## config.mk

```make
export PLATFORM = sky130hd
export DESIGN_NAME = glsr_core
export DESIGN_NICKNAME = d
export VERILOG_FILES = /design/src/core/glsr_edge.v /design/src/core/glsr_core.v
export VERILOG_INCLUDE_DIRS = /design/src /design/src/core
export SDC_FILE = /design/constraint.sdc
export NUM_CORES = 1
export LEC_CHECK = 0
export BUFFER_PORTS_ARGS = -buffer_cell sky130_fd_sc_hd__buf_2
export CORE_MARGIN = 3
export CORE_UTILIZATION = 45
export DETAILED_ROUTE_END_ITERATION = 16
export MAX_ROUTING_LAYER = met4
export PLACE_DENSITY_LB_ADDON = 0.2
export SYNTH_ARGS = -nofsm -noshare
export SYNTH_HDL_FRONTEND = slang
export SYNTH_SLANG_ARGS = --single-unit
```

## constraint.sdc

```tcl
create_clock -name sys_clk -period 1.85 [get_ports sys_clk]
set_clock_uncertainty 0.15 [all_clocks]
set_input_delay 0.0925 -clock sys_clk [delete_from_list [all_inputs] [get_ports sys_clk]]
set_output_delay 0.0925 -clock sys_clk [all_outputs]
set_load 0.02 [all_outputs]
```

## src/core/glsr_regs.vh

```
// Purpose: Register map and field layout of the listener/SRQ/remote block
// Assumes: Avalon-MM word addressing by byte offset, 32-bit data
// Notes:   Offsets are byte addresses of aligned words
`ifndef GLSR_REGS_VH
`define GLSR_REGS_VH

`define GLSR_ADDR_W        4
`define GLSR_OFF_BUSCTL    4'h0
`define GLSR_OFF_INTCTL    4'h4
`define GLSR_OFF_LISTDATA  4'h8
`define GLSR_OFF_XFER      4'hc

// Bus control register fields
`define GLSR_BC_LCMD       0
`define GLSR_BC_LDATA      1
`define GLSR_BC_SRQ        2
`define GLSR_BC_REN        3

// Interrupt control register: enables [7:0], sticky status [15:8]
`define GLSR_IRQ_REN       1
`define GLSR_IRQ_RDY       2
`define GLSR_IRQ_SRQ       4
`define GLSR_IRQ_W         8
`define GLSR_STAT_LSB      8
`define GLSR_IRQ_HI        3'h1

// Listener data register fields
`define GLSR_LD_REN        8
`define GLSR_LD_ATN        9
`define GLSR_LD_EOI        10
`define GLSR_LD_RELEASED   11

// Transfer register fields
`define GLSR_XF_GO         0
`define GLSR_XF_IN         1
`define GLSR_XF_ABORT      2
`define GLSR_XF_INIT       3

`endif

```

## src/core/glsr_edge.v

```verilog
// Purpose: Rising- and falling-edge detector for a synchronous bus line level
// Assumes: Input already synchronous to sys_clk
// Notes:   Pulse lasts one cycle
module glsr_edge
(
  // Clock and reset
  input  wire sys_clk,
  input  wire rst,
  // Level in, edges out
  input  wire level_in,
  output wire rise_out,
  output wire fall_out
);
  reg level_q;

  always @(posedge sys_clk or posedge rst)
  begin
    if (rst)
      level_q <= 1'b0;
    else
      level_q <= level_in;
  end

  assign rise_out = level_in & ~level_q;
  assign fall_out = ~level_in & level_q;
endmodule // glsr_edge

```

## src/core/glsr_core.v

```verilog
// Purpose: Listener enable, service request and remote/local logic
// Assumes: Bus lines true-high and synchronous to sys_clk
// Notes:   Avalon-MM slave with one wait state on reads
//          Read answer comes from a flop loaded on the first read cycle
//          Map: 0 bus control, 4 interrupt control,
//          8 listener data (read only), c transfer control
// Behaviour
// - ATN with command listen sets data listen
// - Either listen enable runs acceptor handshake
// - Drive SRQ while service request bit set
// - Foreign SRQ raises interrupt when enabled
// - Drive REN while remote drive bit set
// - Listener data read returns REN with byte
// - REN fall sets sticky flag, interrupts
// - Remote release outranks data ready
// - REN release aborts DMA receive, clears go, when release interrupt enabled
// - Data ready set on byte, cleared on read
`include "glsr_regs.vh"
module glsr_core
(
  // Clock and reset
  input  wire        sys_clk,
  input  wire        rst,
  // Avalon-MM slave
  input  wire [3:0]  avs_address,
  input  wire        avs_read,
  input  wire        avs_write,
  input  wire [31:0] avs_writedata,
  input  wire [3:0]  avs_byteenable,
  output reg  [31:0] avs_readdata,
  output wire        avs_waitrequest,
  // Bus lines in
  input  wire        bus_atn,
  input  wire        bus_eoi,
  input  wire        bus_ren,
  input  wire        bus_srq,
  input  wire [7:0]  bus_dio,
  // Acceptor handshake engine
  input  wire        byte_accepted,
  output wire        acceptor_enable,
  output wire        listen_data_enable,
  output wire        transfer_go,
  output wire        transfer_in,
  // Bus line drives
  output wire        service_request_drive,
  output wire        srq_oe,
  output wire        ren_out,
  output wire        ren_oe,
  // Interrupt
  output wire        irq,
  output wire [1:0]  irq_source
);
  reg        lcmd_q;
  reg        ldata_q;
  reg        srq_q;
  reg        ren_drv_q;
  reg  [7:0] irq_en_q;
  reg        rdy_q;
  reg        released_q;
  reg        srq_seen_q;
  reg  [7:0] data_q;
  reg        go_q;
  reg        in_q;
  reg        abort_q;
  reg        rd_pend_q;
  reg        lcmd_d;
  reg        ldata_d;
  reg        srq_d;
  reg        ren_drv_d;
  reg [31:0] readdata_d;

  wire       atn_rise;
  wire       ren_fall;
  wire       srq_rise;
  wire       wr;
  wire       sel_bc;
  wire       sel_ic;
  wire       sel_ld;
  wire       sel_xf;
  wire       rd_ld;
  wire       ren_abort;
  wire       bc_wr;
  wire       ic_wr;
  wire       rd_take;
  wire       clr_released;
  wire       clr_srq_seen;

  glsr_edge u_atn
  (
    .sys_clk  (sys_clk),
    .rst      (rst),
    .level_in (bus_atn),
    .rise_out (atn_rise),
    .fall_out ()
  );

  glsr_edge u_ren
  (
    .sys_clk  (sys_clk),
    .rst      (rst),
    .level_in (bus_ren),
    .rise_out (),
    .fall_out (ren_fall)
  );

  glsr_edge u_srq
  (
    .sys_clk  (sys_clk),
    .rst      (rst),
    .level_in (bus_srq),
    .rise_out (srq_rise),
    .fall_out ()
  );

  function sel;
    input [3:0] addr;
    input [3:0] off;
    begin
      sel = (addr == off);
    end
  endfunction

  // Writes complete with no wait; reads wait one cycle
  assign avs_waitrequest = avs_read & ~rd_pend_q;
  assign wr     = avs_write & avs_byteenable[0];
  assign sel_bc = sel(avs_address, `GLSR_OFF_BUSCTL);
  assign sel_ic = sel(avs_address, `GLSR_OFF_INTCTL);
  assign sel_ld = sel(avs_address, `GLSR_OFF_LISTDATA);
  assign sel_xf = sel(avs_address, `GLSR_OFF_XFER);
  assign bc_wr  = wr & sel_bc;
  assign ic_wr  = wr & sel_ic;
  // Read state is sampled on the first read cycle, so ready clears there
  assign rd_take = avs_read & ~rd_pend_q;
  assign rd_ld  = rd_take & sel_ld;
  assign clr_released = ic_wr & avs_writedata[`GLSR_STAT_LSB+`GLSR_IRQ_REN];
  assign clr_srq_seen = ic_wr & avs_writedata[`GLSR_STAT_LSB+`GLSR_IRQ_SRQ];

  // Abort only during a receive with the release interrupt enabled
  assign ren_abort = ren_fall & go_q & in_q
                   & irq_en_q[`GLSR_IRQ_REN];

  always @(posedge sys_clk or posedge rst)
  begin
    if (rst)
      rd_pend_q <= 1'b0;
    else
      rd_pend_q <= avs_read & ~rd_pend_q;
  end

  // Bus control next state
  always @*
  begin
    lcmd_d    = lcmd_q;
    ldata_d   = ldata_q;
    srq_d     = srq_q;
    ren_drv_d = ren_drv_q;
    if (bc_wr)
    begin
      lcmd_d    = avs_writedata[`GLSR_BC_LCMD];
      ldata_d   = avs_writedata[`GLSR_BC_LDATA];
      srq_d     = avs_writedata[`GLSR_BC_SRQ];
      ren_drv_d = avs_writedata[`GLSR_BC_REN];
    end
    // ATN edge beats a clear; held ATN re-sets after it
    if (lcmd_q && atn_rise)
      ldata_d = 1'b1;
    else if (lcmd_q && bus_atn && !bc_wr)
      ldata_d = 1'b1;
  end

  // Bus control register
  always @(posedge sys_clk or posedge rst)
  begin
    if (rst)
    begin
      lcmd_q    <= 1'b0;
      ldata_q   <= 1'b0;
      srq_q     <= 1'b0;
      ren_drv_q <= 1'b0;
    end
    else
    begin
      lcmd_q    <= lcmd_d;
      ldata_q   <= ldata_d;
      srq_q     <= srq_d;
      ren_drv_q <= ren_drv_d;
    end
  end

  // Interrupt enables
  always @(posedge sys_clk or posedge rst)
  begin
    if (rst)
      irq_en_q <= 8'h00;
    else if (ic_wr)
      irq_en_q <= avs_writedata[`GLSR_IRQ_W-1:0];
  end

  // Sticky flags, write one to clear, set wins
  always @(posedge sys_clk or posedge rst)
  begin
    if (rst)
    begin
      released_q <= 1'b0;
      srq_seen_q <= 1'b0;
    end
    else
    begin
      if (ren_fall)
        released_q <= 1'b1;
      else if (clr_released)
        released_q <= 1'b0;
      if (srq_rise)
        srq_seen_q <= 1'b1;
      else if (clr_srq_seen)
        srq_seen_q <= 1'b0;
    end
  end

  // Received byte and data ready
  always @(posedge sys_clk or posedge rst)
  begin
    if (rst)
    begin
      rdy_q  <= 1'b0;
      data_q <= 8'h00;
    end
    else if (byte_accepted)
    begin
      rdy_q  <= 1'b1;
      data_q <= bus_dio;
    end
    else if (rd_ld)
      rdy_q  <= 1'b0;
  end

  // Transfer control
  always @(posedge sys_clk or posedge rst)
  begin
    if (rst)
    begin
      go_q    <= 1'b0;
      in_q    <= 1'b0;
      abort_q <= 1'b0;
    end
    else
    begin
      if (wr && sel_xf)
      begin
        go_q <= avs_writedata[`GLSR_XF_GO];
        in_q <= avs_writedata[`GLSR_XF_IN];
        if (avs_writedata[`GLSR_XF_INIT])
          abort_q <= 1'b0;
      end
      if (ren_abort)
      begin
        go_q    <= 1'b0;
        abort_q <= 1'b1;
      end
    end
  end

  // Read mux, sampled into the answer flop
  always @*
  begin
    readdata_d = 32'h0000_0000;
    if (sel_bc)
    begin
      readdata_d[`GLSR_BC_LCMD]  = lcmd_q;
      readdata_d[`GLSR_BC_LDATA] = ldata_q;
      readdata_d[`GLSR_BC_SRQ]   = srq_q;
      readdata_d[`GLSR_BC_REN]   = ren_drv_q;
    end
    else if (sel_ic)
    begin
      readdata_d[`GLSR_IRQ_W-1:0] = irq_en_q;
      readdata_d[`GLSR_STAT_LSB+`GLSR_IRQ_REN] = released_q;
      readdata_d[`GLSR_STAT_LSB+`GLSR_IRQ_RDY] = rdy_q;
      readdata_d[`GLSR_STAT_LSB+`GLSR_IRQ_SRQ] = srq_seen_q;
    end
    else if (sel_ld)
    begin
      readdata_d[7:0]               = data_q;
      readdata_d[`GLSR_LD_REN]      = bus_ren;
      readdata_d[`GLSR_LD_ATN]      = bus_atn;
      readdata_d[`GLSR_LD_EOI]      = bus_eoi;
      readdata_d[`GLSR_LD_RELEASED] = released_q;
    end
    else if (sel_xf)
    begin
      readdata_d[`GLSR_XF_GO]    = go_q;
      readdata_d[`GLSR_XF_IN]    = in_q;
      readdata_d[`GLSR_XF_ABORT] = abort_q;
    end
  end

  // One-cycle answer; zero outside it so stale data never shows
  always @(posedge sys_clk or posedge rst)
  begin
    if (rst)
      avs_readdata <= 32'h0000_0000;
    else if (rd_take)
      avs_readdata <= readdata_d;
    else
      avs_readdata <= 32'h0000_0000;
  end

  assign acceptor_enable    = lcmd_q | ldata_q | (go_q & in_q);
  assign listen_data_enable = ldata_q;
  assign transfer_go        = go_q;
  assign transfer_in        = in_q;
  // Lines are true-high: drive a one while enabled
  assign service_request_drive            = 1'b1;
  assign srq_oe             = srq_q;
  assign ren_out            = 1'b1;
  assign ren_oe             = ren_drv_q;

  wire irq_ren = released_q & irq_en_q[`GLSR_IRQ_REN];
  wire irq_rdy = rdy_q      & irq_en_q[`GLSR_IRQ_RDY];
  wire irq_srq = srq_seen_q & irq_en_q[`GLSR_IRQ_SRQ];

  assign irq = irq_ren | irq_rdy | irq_srq;
  // Highest pending source: 1 release, 2 ready, 3 service request
  assign irq_source = irq_ren ? 2'd1 :
                      irq_rdy ? 2'd2 :
                      irq_srq ? 2'd3 : 2'd0;
endmodule // glsr_core

```

==> metrics <==
Die X 72.0 um; end of the critical path lcmd_q$_DFFE_PP0P_; routed wire length 4370 um; # clock sinks 43; Vias 1438; Final #Nets 299; Syn. warnings 0; Area Growth Syn to Fin 29.4%; number of antenna diodes 0; Crit Path Max Fanout 13; Ports 101; post-CTS setup buffer count 0; startpoint type of the worst setup path input port; worst reg2reg endpoint rdy_q$_DFFE_PP0P_; Reg power frac 0.518; die area 5190 um2; Leakage Power 0.00129 uW; fraction of layout cells with a size suffix above 1 0.368; unrepaired setup endpoints after global routing no; Residual DRC 0; most frequent cells in the layout buf_2, dfrtp_1, dlygate4sd3_1; fmax 619 MHz; CTS buffer count 5; HP Class in2reg; power density cells 843 nW/um2; Yosys cell types 35; Port Buf Inserts 54; Placer Congestion 0.773; Sum Neg Setup Slack 0 ns; worst rel slew slack 0.646; core box area 4120 um2; syn avg cell area 12.2 um2; fin. max-slew vios 0; most common cell after layout, fill and taps aside buf_2; post-DP HPWL 3190 um; #FFs+latches synth 43; initial core utilization 0.477; critical path data required time 1.88 ns; post-place setup slack 0.276 ns; pin count of the biggest net entering global routing 44; Int Power 1530 uW; worst skew pair latency 0.29 ns; wire length of the first global-routing pass 7020 um; 1st-iter DRT viols 70; worst slew pin tran 0.531 ns; Mapped Area 1960 um2; clock share of power 0.271; CTS H-tree depth 2; clock slew at reported path FFs 0.08 ns; number of global-route vias before repair 1463; Crit. Startpoint avs_address[2]; hold_ws 0.0428 ns; worst reg2reg path depth 3; logic gate share of total power 0.210; Overflow after GRT 0; initial antenna violation count 0; Final WS setup 0.235 ns; sequential element share of the synthesized area 0.548; final setup fails 0; clk root buf clkbuf_8; Routed WL per cell 15.0 um; min Tclk post-route 1.62 ns; Final Hold Fails 0; CTS tree yes; Site Rows 23; VDD IR max 0.000449 V; Antenna Nets Post-Route 0; DR pass1 iterations 5; reg2reg start rd_pend_q$_DFF_PP0_; Crit. End Element flip-flop; clk buf depth 2; Period Utilization, post-route 0.873; Worst Path Arrival 1.65 ns; Die Ht 72.0 um; reg2reg setup slack 0.26 ns; vias per std cell 4.92; gr usage total 0.181; critical path class in2reg; Post-Syn Instances 161; Sw Share 0.284; outcome complete, no violations; P_sw 609 uW; maximum capacitance violations 0
-- power by group through the flow --
| stage | combinational, uW | sequential [uW] | clock, uW |
|---|---|---|---|
| finish | 450 | 1110 | 581 |
| global placement | 404 | 1120 | 0 |
| floorplan | 283 | 1140 | 0 |
| global route | 493 | 1120 | 641 |
| detailed placement | 413 | 1130 | 0 |
| CTS | 455 | 1110 | 600 |
-- Yosys cell counts --
| master | instances | area, um2 |
|---|---|---|
| nor2b_1 | 4 | 25.0 |
| nor2_1 | 7 | 26.3 |
| or4_1 | 1 | 7.51 |
| o2bb2ai_1 | 1 | 8.76 |
| conb_1 | 2 | 7.51 |
| mux2_4 | 3 | 45.0 |
| buf_4 | 21 | 158 |
| or3_1 | 1 | 6.26 |
| dfrtp_1 | 43 | 1080 |
| a22o_1 | 2 | 17.5 |
| o21ai_1 | 1 | 5.00 |
| nand2b_1 | 2 | 12.5 |
| a211o_1 | 1 | 8.76 |
| buf_2 | 3 | 15.0 |
| a21oi_1 | 6 | 30.0 |
| nand3_1 | 4 | 20.0 |
| nand3b_1 | 1 | 7.51 |
| inv_1 | 3 | 11.3 |
| and3_1 | 4 | 25.0 |
| buf_6 | 1 | 11.3 |
| nand4_1 | 1 | 6.26 |
| a31oi_1 | 2 | 12.5 |
| nor4b_2 | 1 | 15.0 |
| o221ai_1 | 3 | 26.3 |
| and4bb_2 | 1 | 12.5 |
| clkbuf_1 | 3 | 11.3 |
| mux2i_1 | 5 | 50.1 |
| a22oi_1 | 7 | 52.6 |
| mux2_2 | 17 | 191 |
| or2_2 | 1 | 6.26 |
| a21o_1 | 1 | 7.51 |
| or4b_1 | 1 | 10.0 |
| nand2_1 | 5 | 18.8 |
| nand2_2 | 1 | 6.26 |
| nand4bb_1 | 1 | 11.3 |
-- flip-flops by register name (all words and copies together) (netlist names) --
name and count:
avs_readdata 13, data_q 8, irq_en_q 8, abort_q 1
lcmd_q 1, listen_data_enable 1, rd_pend_q 1, rdy_q 1
released_q 1, ren_oe 1, srq_oe 1, srq_seen_q 1
transfer_go 1, transfer_in 1, u_atn.level_q 1, u_ren.level_q 1
u_srq.level_q 1
-- cell families (layout without fill, tap and decap cells) --
logic type             after synthesis  in the layout  synth area share
AOI/OAI and AO/OA                   24             24            0.0861
buffers and inverters               31             93             0.105
DFF                                 43             43             0.548
muxes                               25             25             0.146
other                                2             21           0.00383
and+or+nand+nor                     36             36             0.110
-- final cells by class --
type,instances,area (um2)
clock buffer,6,82.6
clock inverter,1,5.00
fill,336,1580
inverter,3,11.3
multi-input combinational,106,751
sequential,43,1080
tap,50,62.6
timing repair buffer,83,551
-- how the worst min path moves through the flow --
stage | startpoint | endpoint | depth (start not counted)
floorplan | bus_atn | u_atn.level_q$_DFF_PP0_ | 0
global placement | bus_srq | u_srq.level_q$_DFF_PP0_ | 1
detailed placement | bus_srq | u_srq.level_q$_DFF_PP0_ | 1
CTS | byte_accepted | rdy_q$_DFFE_PP0P_ | 2
global route | byte_accepted | rdy_q$_DFFE_PP0P_ | 2
finish | byte_accepted | rdy_q$_DFFE_PP0P_ | 2
-- critical path, stage by stage --
cell and delay (ns):
dlygate4sd3_1 0.53, buf_2 0.19, or3_1 0.48, mux2_4 0.34
-- stage by stage --
step | utilization | cell area [um2] | power, uW | instances
finish | 0.617 | 2540 | 2140 | 292
global route | 0.617 | 2540 | 2260 | 292
CTS | 0.617 | 2540 | 2170 | 292
detailed placement | 0.535 | 2200 | 1540 | 260
global placement | 0.535 | 2200 | 1520 | 260
floorplan | - | 2030 | 1420 | 180
-- what timing repair did --
action	in CTS	in global routing
resized for setup	0	0
endpoints found under the setup margin	0	0
endpoints found under the hold margin	77	0
hold buffers	25	0
-- per-layer routing --
layer | part of all wire | track usage | vias up
met2 | 0.49 | 0.295 | 61
met5 | 0 | - | -
met4 | 0.0078 | 0.0376 | 0
met3 | 0.069 | 0.0485 | 5
li1 | - | - | 684
met1 | 0.43 | 0.230 | 688
No activity file was read; power rests on OpenSTA's default activity.
